===== src/hdl/ndq_params.svh =====
`ifndef NDQ_PARAMS_SVH
`define NDQ_PARAMS_SVH

// Register byte offsets.
`define NDQ_OFF_CTRL      8'h00
`define NDQ_OFF_PRIO      8'h04
`define NDQ_OFF_TUNE0     8'h08
`define NDQ_OFF_TUNE1     8'h0C
`define NDQ_OFF_DADDR     8'h10
`define NDQ_OFF_DLENCMD   8'h14
`define NDQ_OFF_TXCOMMIT  8'h18
`define NDQ_OFF_TXSTAT    8'h1C
`define NDQ_OFF_RXPOST    8'h20
`define NDQ_OFF_RXSTAT    8'h24
`define NDQ_OFF_CAPS      8'h28

// Control register bit positions.
`define NDQ_CTRL_TX_EN    0
`define NDQ_CTRL_RX_EN    1
`define NDQ_CTRL_MULTI    2
`define NDQ_CTRL_Q1_EN    3
`define NDQ_CTRL_VMQ_EN   4
`define NDQ_CTRL_RSS_EN   5
`define NDQ_CTRL_TSYNC_EN 6
`define NDQ_CTRL_FLR      31
`define NDQ_CTRL_MASK     32'h0000007F

// Descriptor command bit positions inside the command byte.
`define NDQ_CMD_EOP       0
`define NDQ_CMD_VLAN      1
`define NDQ_CMD_CSUM      2

// Reset values.
`define NDQ_CTRL_RST      32'h00000000
`define NDQ_TUNE_RST      8'h01
`define NDQ_ADDR_RST      32'h00000000
`define NDQ_LENCMD_RST    24'h000000

// Sizes and capability values.
`define NDQ_DESC_W        56
`define NDQ_MEM_DEPTH     8
`define NDQ_CREDIT_MAX    3'h7
`define NDQ_KEY_BITS      8'h80
`define NDQ_GCM_CAP       1'b1

`endif


===== src/hdl/ndq_pkg.sv =====
package ndq_pkg;

  // Transmit engine states, Gray coded along the fetch path.
  typedef enum logic [1:0] {
    NDQ_TX_IDLE = 2'b00,
    NDQ_TX_READ = 2'b01,
    NDQ_TX_PUSH = 2'b11,
    NDQ_TX_WB   = 2'b10
  } ndq_tx_state_t;

  // Ring pointer with one wrap bit above a two-bit slot index.
  typedef logic [2:0] ndq_ptr_t;

endpackage


===== src/hdl/ndq_mem.sv =====
`timescale 1ns/1ns
`include "ndq_params.svh"
module ndq_mem
  import ndq_pkg::*;
(
  input  wire logic                   clk,
  input  wire logic                   rst,
  input  wire logic                   wr_en,
  input  wire logic [2:0]             wr_addr,
  input  wire logic [`NDQ_DESC_W-1:0] wr_data,
  input  wire logic                   rd_en,
  input  wire logic [2:0]             rd_addr,
  output logic      [`NDQ_DESC_W-1:0] rd_data
);

  logic [`NDQ_DESC_W-1:0] mem [`NDQ_MEM_DEPTH];
  logic [`NDQ_DESC_W-1:0] next_rd_data;

  // Read data is held until the next read.
  always_comb begin
    next_rd_data = rd_en ? mem[rd_addr] : rd_data;
  end

  // Storage needs no reset; only the read register does.
  always_ff @(posedge clk) begin
    if (wr_en) begin
      mem[wr_addr] <= wr_data;
    end
  end

  always_ff @(posedge clk or posedge rst) begin
    if (rst) begin
      rd_data <= '0;
    end else begin
      rd_data <= next_rd_data;
    end
  end

endmodule


===== src/hdl/ndq_buf2.sv =====
`timescale 1ns/1ns
module ndq_buf2
  import ndq_pkg::*;
#(
  parameter int WIDTH = 57
) (
  input  wire logic             clk,
  input  wire logic             rst,
  input  wire logic             clear,
  input  wire logic             in_valid,
  output logic                  in_ready,
  input  wire logic [WIDTH-1:0] in_data,
  output logic                  out_valid,
  input  wire logic             out_ready,
  output logic      [WIDTH-1:0] out_data
);

  logic             valid0;
  logic             valid1;
  logic [WIDTH-1:0] ent1;
  logic             next_valid0;
  logic             next_valid1;
  logic [WIDTH-1:0] next_ent0;
  logic [WIDTH-1:0] next_ent1;
  logic             push;
  logic             pop;

  // Entry zero is the head; ready drops only when both entries hold data.
  assign in_ready  = !valid1;
  assign out_valid = valid0;

  always_comb begin
    push        = in_valid && !valid1;
    pop         = valid0 && out_ready;
    next_valid0 = valid0;
    next_valid1 = valid1;
    next_ent0   = out_data;
    next_ent1   = ent1;
    if (pop) begin
      if (valid1) begin
        next_ent0   = ent1;
        next_ent1   = in_data;
        next_valid1 = push;
      end else begin
        next_ent0   = in_data;
        next_valid0 = push;
      end
    end else if (push) begin
      if (!valid0) begin
        next_ent0   = in_data;
        next_valid0 = 1'b1;
      end else begin
        next_ent1   = in_data;
        next_valid1 = 1'b1;
      end
    end
    if (clear) begin
      next_valid0 = 1'b0;
      next_valid1 = 1'b0;
    end
  end

  always_ff @(posedge clk or posedge rst) begin
    if (rst) begin
      valid0   <= 1'b0;
      valid1   <= 1'b0;
      out_data <= '0;
      ent1     <= '0;
    end else begin
      valid0   <= next_valid0;
      valid1   <= next_valid1;
      out_data <= next_ent0;
      ent1     <= next_ent1;
    end
  end

endmodule


===== src/hdl/ndq_top.sv =====
// Local design decisions: the register addresses and the strobed register port.
`timescale 1ns/1ns
`include "ndq_params.svh"
// Function
// - A receive buffer stays with hardware until a good packet lands in it, then returns.
// - A transmit buffer is hardware owned from commit until it is loaded toward the FIFO.
// - Each descriptor holds buffer address, buffer length and status or command bits.
// - Each descriptor has an end-of-packet bit marking the last buffer of a packet.
// - Transmit descriptors carry per-packet type and offload requests such as VLAN or checksum.
// - Two independent transmit rings share the same fetch and completion logic.
// - Software chooses the preferred transmit queue through a register.
// - Two tuning registers set how many descriptors each queue sends per turn.
// - A software function-level reset clears the control, ring and credit state like a bus reset, but not the duplex synchronizer or write-back data.
// - With VM queuing on, a one-bit index per packet selects its receive queue.
// - Two receive queues exist and each packet goes into exactly one of them.
// - Time sync can be active only in full duplex, at any link speed.
// - The link security capability reports AES-GCM with a 128-bit key.
module ndq_top
  import ndq_pkg::*;
(
  input  wire logic        clk,
  input  wire logic        rst,
  input  wire logic [7:0]  reg_addr,
  input  wire logic [31:0] reg_wdata,
  input  wire logic        reg_wr,
  input  wire logic        reg_rd,
  output logic      [31:0] reg_rdata,
  input  wire logic        full_duplex_pin,
  input  wire logic        rx_pkt_valid,
  input  wire logic        rx_pkt_good,
  input  wire logic [15:0] rx_pkt_len,
  input  wire logic        rx_vm_index,
  input  wire logic        rx_hash_queue,
  output logic             rx_wb_valid,
  output logic             rx_wb_queue,
  output logic      [15:0] rx_wb_len,
  output logic             tx_valid,
  input  wire logic        tx_ready,
  output logic      [31:0] tx_buf_addr,
  output logic      [15:0] tx_buf_len,
  output logic      [7:0]  tx_cmd,
  output logic             tx_eop,
  output logic             tx_queue,
  output logic             tx_wb_valid,
  output logic             tx_wb_queue,
  output logic      [1:0]  tx_wb_index,
  output logic             tsync_active
);

  // Ring helpers shared by both transmit queues.
  function automatic logic ring_empty(input ndq_ptr_t h, input ndq_ptr_t t);
    ring_empty = (h == t);
  endfunction

  function automatic logic ring_full(input ndq_ptr_t h, input ndq_ptr_t t);
    ring_full = (h[2] != t[2]) && (h[1:0] == t[1:0]);
  endfunction

  function automatic logic [7:0] burst_limit(input logic [7:0] tune);
    burst_limit = (tune == 8'h00) ? 8'h01 : tune;
  endfunction

  logic [31:0]          ctrl, next_ctrl;
  logic                 prio, next_prio;
  logic [7:0]           tune0, next_tune0;
  logic [7:0]           tune1, next_tune1;
  logic [31:0]          stage_addr, next_stage_addr;
  logic [23:0]          stage_lencmd, next_stage_lencmd;
  logic [31:0]          next_rdata;
  logic                 function_level_reset, next_flr;
  logic                 fd_meta, fd_sync;
  logic                 next_tsync;
  logic                 commit_req;
  logic                 post_req;
  ndq_tx_state_t        state, next_state;
  ndq_ptr_t             head0, next_head0, tail0, next_tail0;
  ndq_ptr_t             head1, next_head1, tail1, next_tail1;
  logic                 sel, next_sel;
  logic                 cur, next_cur;
  logic [7:0]           burst, next_burst;
  logic                 next_tx_wb_valid, next_tx_wb_queue;
  logic [1:0]           next_tx_wb_index;
  logic [2:0]           credit0, next_credit0;
  logic [2:0]           credit1, next_credit1;
  logic [7:0]           drops, next_drops;
  logic                 next_rx_wb_valid, next_rx_wb_queue;
  logic [15:0]          next_rx_wb_len;
  logic                 have0, have1, have_cur, have_oth, rx_q, commit_ok;
  logic [7:0]           lim;
  logic                 mem_wr, mem_rd;
  logic [2:0]           mem_wr_addr, mem_rd_addr;
  logic [`NDQ_DESC_W-1:0] mem_rd_data;
  logic                 buf_in_valid, buf_in_ready;
  logic [`NDQ_DESC_W:0] buf_out;

  // Register decode, read data and time sync gating.
  always_comb begin
    next_ctrl         = ctrl;
    next_prio         = prio;
    next_tune0        = tune0;
    next_tune1        = tune1;
    next_stage_addr   = stage_addr;
    next_stage_lencmd = stage_lencmd;
    next_rdata        = 32'h00000000;
    next_flr          = 1'b0;
    commit_req        = 1'b0;
    post_req          = 1'b0;
    if (reg_wr) begin
      if (reg_addr == `NDQ_OFF_CTRL) begin
        next_ctrl = reg_wdata & `NDQ_CTRL_MASK;
        next_flr  = reg_wdata[`NDQ_CTRL_FLR];
      end else if (reg_addr == `NDQ_OFF_PRIO) begin
        next_prio = reg_wdata[0];
      end else if (reg_addr == `NDQ_OFF_TUNE0) begin
        next_tune0 = reg_wdata[7:0];
      end else if (reg_addr == `NDQ_OFF_TUNE1) begin
        next_tune1 = reg_wdata[7:0];
      end else if (reg_addr == `NDQ_OFF_DADDR) begin
        next_stage_addr = reg_wdata;
      end else if (reg_addr == `NDQ_OFF_DLENCMD) begin
        next_stage_lencmd = reg_wdata[23:0];
      end else if (reg_addr == `NDQ_OFF_TXCOMMIT) begin
        commit_req = 1'b1;
      end else if (reg_addr == `NDQ_OFF_RXPOST) begin
        post_req = 1'b1;
      end
    end
    if (reg_rd) begin
      if (reg_addr == `NDQ_OFF_CTRL) begin
        next_rdata = ctrl;
      end else if (reg_addr == `NDQ_OFF_PRIO) begin
        next_rdata = {31'h00000000, prio};
      end else if (reg_addr == `NDQ_OFF_TUNE0) begin
        next_rdata = {24'h000000, tune0};
      end else if (reg_addr == `NDQ_OFF_TUNE1) begin
        next_rdata = {24'h000000, tune1};
      end else if (reg_addr == `NDQ_OFF_DADDR) begin
        next_rdata = stage_addr;
      end else if (reg_addr == `NDQ_OFF_DLENCMD) begin
        next_rdata = {8'h00, stage_lencmd};
      end else if (reg_addr == `NDQ_OFF_TXSTAT) begin
        next_rdata = {16'h0000, 1'b0, tail1, 1'b0, head1, 1'b0, tail0, 1'b0, head0};
      end else if (reg_addr == `NDQ_OFF_RXSTAT) begin
        next_rdata = {14'h0000, fd_sync, tsync_active, drops, 1'b0, credit1, 1'b0, credit0};
      end else if (reg_addr == `NDQ_OFF_CAPS) begin
        next_rdata = {23'h000000, `NDQ_GCM_CAP, `NDQ_KEY_BITS};
      end
    end
    next_tsync = ctrl[`NDQ_CTRL_TSYNC_EN] && fd_sync;
    if (function_level_reset) begin
      next_ctrl         = `NDQ_CTRL_RST;
      next_prio         = 1'b0;
      next_tune0        = `NDQ_TUNE_RST;
      next_tune1        = `NDQ_TUNE_RST;
      next_stage_addr   = `NDQ_ADDR_RST;
      next_stage_lencmd = `NDQ_LENCMD_RST;
      next_tsync        = 1'b0;
    end
  end

  always_ff @(posedge clk or posedge rst) begin
    if (rst) begin
      ctrl         <= `NDQ_CTRL_RST;
      prio         <= 1'b0;
      tune0        <= `NDQ_TUNE_RST;
      tune1        <= `NDQ_TUNE_RST;
      stage_addr   <= `NDQ_ADDR_RST;
      stage_lencmd <= `NDQ_LENCMD_RST;
      reg_rdata    <= 32'h00000000;
      function_level_reset          <= 1'b0;
      fd_meta      <= 1'b0;
      fd_sync      <= 1'b0;
      tsync_active <= 1'b0;
    end else begin
      ctrl         <= next_ctrl;
      prio         <= next_prio;
      tune0        <= next_tune0;
      tune1        <= next_tune1;
      stage_addr   <= next_stage_addr;
      stage_lencmd <= next_stage_lencmd;
      reg_rdata    <= next_rdata;
      function_level_reset          <= next_flr;
      fd_meta      <= full_duplex_pin;
      fd_sync      <= fd_meta;
      tsync_active <= next_tsync;
    end
  end

  // Transmit rings, arbitration, fetch and write-back.
  always_comb begin
    next_state       = state;
    next_head0       = head0;
    next_tail0       = tail0;
    next_head1       = head1;
    next_tail1       = tail1;
    next_sel         = sel;
    next_cur         = cur;
    next_burst       = burst;
    next_tx_wb_valid = 1'b0;
    next_tx_wb_queue = tx_wb_queue;
    next_tx_wb_index = tx_wb_index;
    have1     = ctrl[`NDQ_CTRL_TX_EN] && ctrl[`NDQ_CTRL_Q1_EN] && ctrl[`NDQ_CTRL_MULTI]
                && !ring_empty(head1, tail1);
    have0     = ctrl[`NDQ_CTRL_TX_EN] && !ring_empty(head0, tail0);
    have_cur  = cur ? have1 : have0;
    have_oth  = cur ? have0 : have1;
    lim       = burst_limit(cur ? tune1 : tune0);
    commit_ok = commit_req && (reg_wdata[0] ? !ring_full(head1, tail1)
                                            : !ring_full(head0, tail0));
    if (commit_ok) begin
      if (reg_wdata[0]) begin
        next_tail1 = tail1 + 3'h1;
      end else begin
        next_tail0 = tail0 + 3'h1;
      end
    end
    case (state)
      NDQ_TX_IDLE: begin
        if (have_cur && ((burst < lim) || !have_oth)) begin
          next_sel   = cur;
          next_burst = (burst < lim) ? 8'(burst + 8'h01) : 8'h01;
          next_state = NDQ_TX_READ;
        end else if (have_oth) begin
          next_sel   = !cur;
          next_cur   = !cur;
          next_burst = 8'h01;
          next_state = NDQ_TX_READ;
        end else begin
          next_cur   = prio;
          next_burst = 8'h00;
        end
      end
      NDQ_TX_READ: begin
        next_state = NDQ_TX_PUSH;
      end
      NDQ_TX_PUSH: begin
        if (buf_in_ready) begin
          next_state       = NDQ_TX_WB;
          next_tx_wb_valid = 1'b1;
          next_tx_wb_queue = sel;
          next_tx_wb_index = sel ? head1[1:0] : head0[1:0];
        end
      end
      NDQ_TX_WB: begin
        if (sel) begin
          next_head1 = head1 + 3'h1;
        end else begin
          next_head0 = head0 + 3'h1;
        end
        next_state = NDQ_TX_IDLE;
      end
      default: begin
        next_state = NDQ_TX_IDLE;
      end
    endcase
    if (function_level_reset) begin
      next_state       = NDQ_TX_IDLE;
      next_head0       = 3'h0;
      next_tail0       = 3'h0;
      next_head1       = 3'h0;
      next_tail1       = 3'h0;
      next_sel         = 1'b0;
      next_cur         = 1'b0;
      next_burst       = 8'h00;
      next_tx_wb_valid = 1'b0;
    end
  end

  always_ff @(posedge clk or posedge rst) begin
    if (rst) begin
      state       <= NDQ_TX_IDLE;
      head0       <= 3'h0;
      tail0       <= 3'h0;
      head1       <= 3'h0;
      tail1       <= 3'h0;
      sel         <= 1'b0;
      cur         <= 1'b0;
      burst       <= 8'h00;
      tx_wb_valid <= 1'b0;
      tx_wb_queue <= 1'b0;
      tx_wb_index <= 2'h0;
    end else begin
      state       <= next_state;
      head0       <= next_head0;
      tail0       <= next_tail0;
      head1       <= next_head1;
      tail1       <= next_tail1;
      sel         <= next_sel;
      cur         <= next_cur;
      burst       <= next_burst;
      tx_wb_valid <= next_tx_wb_valid;
      tx_wb_queue <= next_tx_wb_queue;
      tx_wb_index <= next_tx_wb_index;
    end
  end

  // Descriptor storage: queue bit above the slot index.
  assign mem_wr       = commit_ok;
  assign mem_wr_addr  = {reg_wdata[0], reg_wdata[0] ? tail1[1:0] : tail0[1:0]};
  assign mem_rd       = (state == NDQ_TX_READ);
  assign mem_rd_addr  = {sel, sel ? head1[1:0] : head0[1:0]};
  assign buf_in_valid = (state == NDQ_TX_PUSH);

  ndq_mem u_mem (
    .clk     (clk),
    .rst     (rst),
    .wr_en   (mem_wr),
    .wr_addr (mem_wr_addr),
    .wr_data ({stage_addr, stage_lencmd}),
    .rd_en   (mem_rd),
    .rd_addr (mem_rd_addr),
    .rd_data (mem_rd_data)
  );

  // Two-entry buffer toward the transmit FIFO absorbs receiver stalls.
  ndq_buf2 #(.WIDTH(`NDQ_DESC_W + 1)) u_buf (
    .clk       (clk),
    .rst       (rst),
    .clear     (function_level_reset),
    .in_valid  (buf_in_valid),
    .in_ready  (buf_in_ready),
    .in_data   ({sel, mem_rd_data}),
    .out_valid (tx_valid),
    .out_ready (tx_ready),
    .out_data  (buf_out)
  );

  assign tx_eop      = buf_out[16 + `NDQ_CMD_EOP];
  assign tx_queue    = buf_out[`NDQ_DESC_W];
  assign tx_buf_addr = buf_out[55:24];
  assign tx_buf_len  = buf_out[15:0];
  assign tx_cmd      = buf_out[23:16];

  // Receive steering, buffer credits and write-back.
  always_comb begin
    next_credit0     = credit0;
    next_credit1     = credit1;
    next_drops       = drops;
    next_rx_wb_valid = 1'b0;
    next_rx_wb_queue = rx_wb_queue;
    next_rx_wb_len   = rx_wb_len;
    // VM queuing wins if both set
    rx_q = ctrl[`NDQ_CTRL_VMQ_EN] ? rx_vm_index
         : (ctrl[`NDQ_CTRL_RSS_EN] ? rx_hash_queue : 1'b0);
    if (rx_pkt_valid && ctrl[`NDQ_CTRL_RX_EN]) begin
      if (rx_pkt_good && ((rx_q ? credit1 : credit0) != 3'h0)) begin
        next_rx_wb_valid = 1'b1;
        next_rx_wb_queue = rx_q;
        next_rx_wb_len   = rx_pkt_len;
        if (rx_q) begin
          next_credit1 = credit1 - 3'h1;
        end else begin
          next_credit0 = credit0 - 3'h1;
        end
      end else begin
        next_drops = drops + 8'h01;
      end
    end
    if (post_req) begin
      if (reg_wdata[0] && (next_credit1 != `NDQ_CREDIT_MAX)) begin
        next_credit1 = next_credit1 + 3'h1;
      end else if (!reg_wdata[0] && (next_credit0 != `NDQ_CREDIT_MAX)) begin
        next_credit0 = next_credit0 + 3'h1;
      end
    end
    if (function_level_reset) begin
      next_credit0     = 3'h0;
      next_credit1     = 3'h0;
      next_drops       = 8'h00;
      next_rx_wb_valid = 1'b0;
    end
  end

  always_ff @(posedge clk or posedge rst) begin
    if (rst) begin
      credit0     <= 3'h0;
      credit1     <= 3'h0;
      drops       <= 8'h00;
      rx_wb_valid <= 1'b0;
      rx_wb_queue <= 1'b0;
      rx_wb_len   <= 16'h0000;
    end else begin
      credit0     <= next_credit0;
      credit1     <= next_credit1;
      drops       <= next_drops;
      rx_wb_valid <= next_rx_wb_valid;
      rx_wb_queue <= next_rx_wb_queue;
      rx_wb_len   <= next_rx_wb_len;
    end
  end

endmodule


===== config.mk =====
export PLATFORM = sky130hd
export DESIGN_NAME = ndq_top
export DESIGN_NICKNAME = d
export VERILOG_FILES = /design/src/hdl/ndq_pkg.sv /design/src/hdl/ndq_mem.sv /design/src/hdl/ndq_buf2.sv /design/src/hdl/ndq_top.sv
export VERILOG_INCLUDE_DIRS = /design/src /design/src/hdl
export SDC_FILE = /design/constraint.sdc
export NUM_CORES = 1
export LEC_CHECK = 0
export BUFFER_PORTS_ARGS = -buffer_cell sky130_fd_sc_hd__buf_2
export CAP_MARGIN = 0
export CORE_MARGIN = 5
export CORE_UTILIZATION = 55
export CTS_CLUSTER_DIAMETER = 60
export DETAILED_ROUTE_END_ITERATION = 10
export GPL_TIMING_DRIVEN = 0
export PLACE_DENSITY = 0.75
export SLEW_MARGIN = 20
export SYNTH_ARGS = -nofsm -noshare
export SYNTH_HDL_FRONTEND = slang
export SYNTH_SLANG_ARGS = --single-unit

===== constraint.sdc =====
create_clock -name clk -period 11.2 [get_ports clk]
set_input_delay 2.24 -clock clk [delete_from_list [all_inputs] [get_ports clk]]
set_output_delay 2.24 -clock clk [all_outputs]
set_load 0.03 [all_outputs]

# Word level (Yosys, flattened, before mapping)
# Memory sizes are Yosys's and may differ from the RTL's. A register that Yosys moved wholly into a read port is not among the register bits.
# Cells that the tools add are included.
[word_totals]
ff_bits = 317
mem_bits_rw = 448
input_bits = 66
output_inout_bits = 114
word_cells = 290
memories = 1
[classes]
n_addsub = 10
n_lt_le_gt_ge = 1
n_eq_ne = 35
mux = 144
n_bitwise = 1
n_reduce_logical = 66
[mem_list]
columns = ["name", "words", "width", "rd", "rd_ports_with_merged_regs", "write_ports", "line", "source"]
rows = [
  ["u_mem.mem", 8, 56, 1, 1, 1, "ndq_mem.sv:16", "logic [`NDQ_DESC_W-1:0] mem [`NDQ_MEM_DEPTH];"],
]
[op_table]
columns = ["cell", "count"]
rows = [
  ["2-to-1 mux 32 bit", 16],
  ["2-to-1 mux 57 bit", 8],
  ["2-to-1 mux 24 bit", 9],
  ["2-to-1 mux 8 bit", 20],
  ["2-to-1 mux 3 bit", 26],
  ["2-to-1 mux 1 bit", 55],
  ["2-to-1 mux 18 bit", 2],
  ["== test 8 x 5 -> 1 bit (second input constant)", 4],
  ["nonzero test 2 bit", 15],
  ["AND reduction 2 bit", 14],
  ["== test 8 x 6 -> 1 bit (second input constant)", 3],
  ["adder 3 x 1 -> 3 bit (second input constant)", 6],
  ["!= test 2 bit (second input constant)", 9],
  ["adder 8 x 1 -> 8 bit (second input constant)", 2],
  ["== test 8 x 4 -> 1 bit (second input constant)", 2],
  ["logical NOT 8 bit", 2],
  ["logical AND 1 bit", 15],
  ["2-to-1 mux 2 bit", 6],
  ["!= test 3 bit (second input constant)", 4],
  ["nonzero test 3 bit", 4],
  ["2-to-1 mux 9 bit", 1],
  ["== test 8 x 3 -> 1 bit (second input constant)", 1],
  ["logical NOT 1 bit", 8],
  ["less-than comparator 8 bit", 1],
  ["other kinds (17)", 24],
]

# Depth between registers and ports, before layout
[depth]
word_depth = 13
mapped_depth = 11
depth_no_buf = 9

# Hierarchy
# From an unflattened synthesis, not the netlist that was laid out.
[hier_totals]
hier_cells = 2467
area_unflattened_um2 = 33781.1
[modules_own_cells]
columns = ["mod", "n_inst", "cells_per_inst", "area_each_um2", "seq_area_each_um2"]
rows = [
  ["ndq_mem", 1, 1098, 19510.0, 14854.2],
  ["ndq_top", 1, 896, 8660.8, 4406.7],
  ["ndq_buf2", 1, 473, 5610.4, 2902.8],
]

# Least setup slack after synthesis
# Ideal clock, no wire load.
[synth_timing]
kind = "input port to flip-flop"
start = "in reg_addr[2]"
end = "mem u_mem.mem[1][0] (netlist bit), enable pin"
setup_ns = 0.550
t_arrival_ns = 7.392
t_required_ns = 10.650
path_slack_ns = 3.257
cell_stages = 5
cell_sequence = "buf_2 > nor4b_2 > nand2_1 > or3_1 > nor3b_1"
[synth_between]
elab_chain_cells = 12
word_cells_on_any_way = 18
cone_classes = "eq/ne (6); mux (10); reduce/logical (2)"
[synth_lines]
columns = ["item", "line", "source"]
rows = [
  ["from (decl)", "ndq_top.sv:23", "input wire logic [7:0] reg_addr,"],
  ["== test 8 x 5 -> 1 bit (no line)", "--", ""],
  ["2-to-1 mux 1 bit", "ndq_top.sv:122", "end else if (reg_addr == `NDQ_OFF_TXCOMMIT) begin"],
  ["2-to-1 mux 1 bit", "ndq_top.sv:120", "end else if (reg_addr == `NDQ_OFF_DLENCMD) begin"],
  ["2-to-1 mux 1 bit", "ndq_top.sv:118", "end else if (reg_addr == `NDQ_OFF_DADDR) begin"],
  ["2-to-1 mux 1 bit", "ndq_top.sv:116", "end else if (reg_addr == `NDQ_OFF_TUNE1) begin"],
  ["2-to-1 mux 1 bit", "ndq_top.sv:114", "end else if (reg_addr == `NDQ_OFF_TUNE0) begin"],
  ["2-to-1 mux 1 bit", "ndq_top.sv:112", "end else if (reg_addr == `NDQ_OFF_PRIO) begin"],
  ["2-to-1 mux 1 bit *", "ndq_top.sv:109", "if (reg_addr == `NDQ_OFF_CTRL) begin"],
  ["2-to-1 mux 1 bit *", "ndq_top.sv:108", "if (reg_wr) begin"],
  ["logical AND 1 bit *", "ndq_top.sv:208", "commit_ok = commit_req && (reg_wdata[0] ? !ring_full(head1, tail1)"],
  ["2-to-1 mux 1 bit *", "ndq_mem.sv:26", "if (wr_en) begin"],
  ["2-to-1 mux 1 bit (not written as such) *", "ndq_mem.sv:27", "mem[wr_addr] <= wr_data;"],
  ["to (decl)", "ndq_mem.sv:16", ""],
]
# Mark *: on every way between the ends. The rest lies on a longest branch, timed or not.

# Worst setup path in the final report
[layout_timing]
start = "in reg_addr[3]"
end = "mem u_mem.mem[4][0] (netlist bit), enable pin"
# Same word-level chain as after synthesis.

==> run_results.csv <==
group,metric,value,unit
run_status,status,"finished, final reports clean",
die,die_y,251.1,µm
timing,rsz0062_at_grt,"false",
routing,drc,0,
timing,worst_hold_slack,0.3930,ns
layout,n_antenna_cell,0,
layout,stdcell_area,0.03726,mm²
synth,yosysSeqAreaShare,0.6932,
setup_path,reg2reg_slack,7.93,ns
routing,num_vias,19498,
routing,via_per_inst,6.052,
setup_path,crit_path_start,"reg_addr[3]",
setup_path,r2r_cells,6,
setup_path,cpPeakStageDelay,0.58,ns
setup_path,critical_path.startpoint_type,"input pin",
setup_path,path_common_cell,"buf_4",
synth,synth.area.top_cells,"edfxtp_1 42%, dfrtp_1 27%, mux4_2 7.9%, mux2i_1 4.6%, nand2_1 3.3%",
global_routing,grt_max_degree,39,
timing,slew_viol_final,0,
global_routing,track_usage,0.2614,
die,fp.coreArea,0.05770,mm²
setup_path,crit_type,"in -> reg",
die,fp.dieArea,0.06305,mm²
timing,fmax,206.2,MHz
clocking,cts_root_buf,"clkbuf_16",
global_routing,overflow,0,
synth,syn_inst,2072,
setup_path,path_cells,"buf_2, buf_2, nor4b_2, nand2_1, a211o_1, nor3_2, buf_4, buf_4, buf_4, buf_6",
setup_path,crit_family,"simple AND/OR/NAND/NOR gates",
synth,synth_common_cells,"448 x edfxtp_1, 346 x dfrtp_1, 279 x nand2_1",
setup_path,end_kind,"flop",
synth,ys_warn_count,0,
synth,synth_cell_type_count,71,
die,rows,88,
synth,netlist_area,0.03197,mm²
synth,synth.avg_cell_area,15.43,µm²
setup_path,reg2reg_to,"u_mem.rd_data[24]$_DFFE_PP0N_",
timing,skew,0.02248,ns
placement,dpl_cell_area,0.03463,mm²
placement,place_ws,5.727,ns
setup_path,required,11.54,ns
synth,yosysTopAreaCell,"edfxtp_1",
clocking,cts_htree_levels,3,
timing,final-setup-viol-count,0,
global_routing,grt_pass1_wl,124900,µm
setup_path,rr_startpoint,"head1[0]$_DFFE_PP0P_",
die,start_util,0.5542,
synth,synth_top_area_frac,0.4208,
die,fp.dieW,251.1,µm
timing,worstMarginPinSlew,1.061,ns
power,ir_worst_vdd,0.1261,mV
placement,gp_congestion,0.9279,
clocking,post_cts_buffers,0,
timing,min_period_over_period,0.4329,
timing,timing.final.ws_setup,6.351,ns
clocking,clock_latency,0.64,ns
setup_path,path_max_fanout,10,
synth,async_reset_ff_frac,0.4372,
routing,ant_nets,0,
global_routing,grt_pass1_vias,19970,
routing,drt_iter0_markers,2179,
synth,syn_nets,2157,
clocking,clockBufferDepth,3,
placement,numPortBuffers,177,
power,total_leakage_power,15.66,nW
hold_path,min_from,"fd_meta$_DFF_PP0_",
routing,routed_wl,81870,µm
setup_path,path_buf_inv,6,
synth,yosys_register_bits,796,
timing,finalSetupTns,0,ns
timing,finalCriticalPeriod,4.849,ns
clocking,tritoncts,"yes",
hold_path,hold_depth,0,
setup_path,arrival,5.19,ns
clocking,clock_sinks,796,
power,p_per_area,206.7,mW/mm²
routing,drt_pass1_iterations,5,
hold_path,worstHoldEndpoint,"fd_sync$_DFF_PP0_",
power,finalPower,7.700,mW
layout,fin_nets,2475,
clocking,cts.repair.resized,0,
clocking,cts_hold_buf,0,
clocking,numCtsBuffers,80,
clocking,clkTransAtPathRegs,0.06,ns
setup_path,slowest_stage,"nor3_2",
placement,post-dp-hpwl,57650,µm
timing,slew_headroom,0.2927,
layout,area_growth,16.53,%
flow_run,cap_violations,0,
synth,synth_edf_count,448,
die,io_pins,180,
timing,hold_viol_final,0,
hold_path,worst_hold_path_type,"reg -> reg",
routing,wl_per_cell,25.41,µm
synth,synth-main-ff-cell,"edfxtp_1",
global_routing,antenna_found_initial,6,
synth,synth.most_common_cell,"edfxtp_1",
layout,layout-drive-gt1-share,0.2430,
==> state kept, by name, indices dropped and copies added, names as in the netlist, 7 cells and up <==
signal and cells:
u_mem.mem 448, u_buf.ent1 57, u_buf.out_data 57, u_mem.rd_data 56
reg_rdata 32, stage_addr 32, stage_lencmd 24, rx_wb_len 16
burst 8, drops 8, tune0 8, tune1 8
ctrl 7
==> through the flow <==
step / instances / util
2_1_floorplan: 2072 / -
3_3_place_gp: 3014 / 0.5862
3_5_place_dp: 3073 / 0.6002
4_1_cts: 3222 / 0.6457
5_1_grt: 3222 / 0.6458
6_report: 3222 / 0.6458
==> layout make-up <==
type / count / area, µm²
Buffer: 123 / 571.8
Clock buffer: 115 / 2247
Clock inverter: 34 / 377.9
Fill cell: 4052 / 20440
Inverter: 12 / 48.80
Multi-Input combinational cell: 1141 / 9236
Sequential cell: 796 / 22160
Tap cell: 765 / 957.2
Timing Repair Buffer: 236 / 1654
==> kinds of logic (layout without fill, tap and decap cells) <==
logic type / count (synthesis) / count (layout) / share of synthesized area
AO/OA/AOI/OAI: 263 / 263 / 0.04899
XOR/XNOR: 29 / 29 / 0.007944
adder cells (fa/ha/maj): 19 / 19 / 0.007435
buffers and inverters: 135 / 520 / 0.01925
flip-flops: 796 / 796 / 0.6932
multiplexers: 337 / 337 / 0.1527
AND/OR/NAND/NOR: 493 / 493 / 0.07052
==> how the worst max path moves through the flow <==
stage | to | slack, ns | cells after the start
detailed placement | u_mem.mem[4][0]$_DFFE_PP_ | 5.73 | 10
global placement | u_mem.mem[1][14]$_DFFE_PP_ | -1.32 | 6
CTS | u_mem.mem[4][0]$_DFFE_PP_ | 6.38 | 10
floorplan | u_mem.mem[1][0]$_DFFE_PP_ | 3.26 | 5
finish | u_mem.mem[4][0]$_DFFE_PP_ | 6.35 | 10
global route | u_mem.mem[4][0]$_DFFE_PP_ | 6.17 | 10
==> cells in the final DEF (no fill, tap or decap), drive strengths merged, types with 4 or more instances in the layout <==
cell type,synthesis,layout
a22oi,7,7
and2,4,4
xor2,20,20
a21oi,61,61
o21ai,127,127
xnor2,9,9
nor2,72,72
nor3,23,23
a222oi,7,7
nand3,20,20
nor3b,5,5
a211oi,9,9
ha,19,19
bufinv,0,6
nand4,32,32
nand2,279,279
o21a,6,6
buf,65,300
mux4,112,112
a221o,4,4
a221oi,5,5
mux2,76,76
mux2i,149,149
clkinv,0,20
nor2b,11,11
a31oi,4,4
inv,12,17
nand4b,4,4
nor4b,4,4
clkbuf,58,174
and3,23,23
dfrtp,346,346
a22o,6,6
o22ai,13,13
edfxtp,448,448
==> report_power, final <==
group | total (mW) | switching (mW) | internal (mW)
Sequential | 3.47 | 0.179 | 3.29
Clock | 2.67 | 1.12 | 1.55
Combinational | 1.56 | 0.911 | 0.649
==> per-layer routing <==
layer | share of wire | routed length (µm) | track usage | vias to the layer above
met5 | 0.00098 | 80 | 0 | -
met4 | 0.028 | 2253 | 0.07594 | 10
met3 | 0.093 | 7626 | 0.05328 | 153
met2 | 0.49 | 39770 | 0.4243 | 970
met1 | 0.39 | 32140 | 0.3665 | 9932
li1 | - | - | - | 8433
Power figures use the tool's default switching activity.
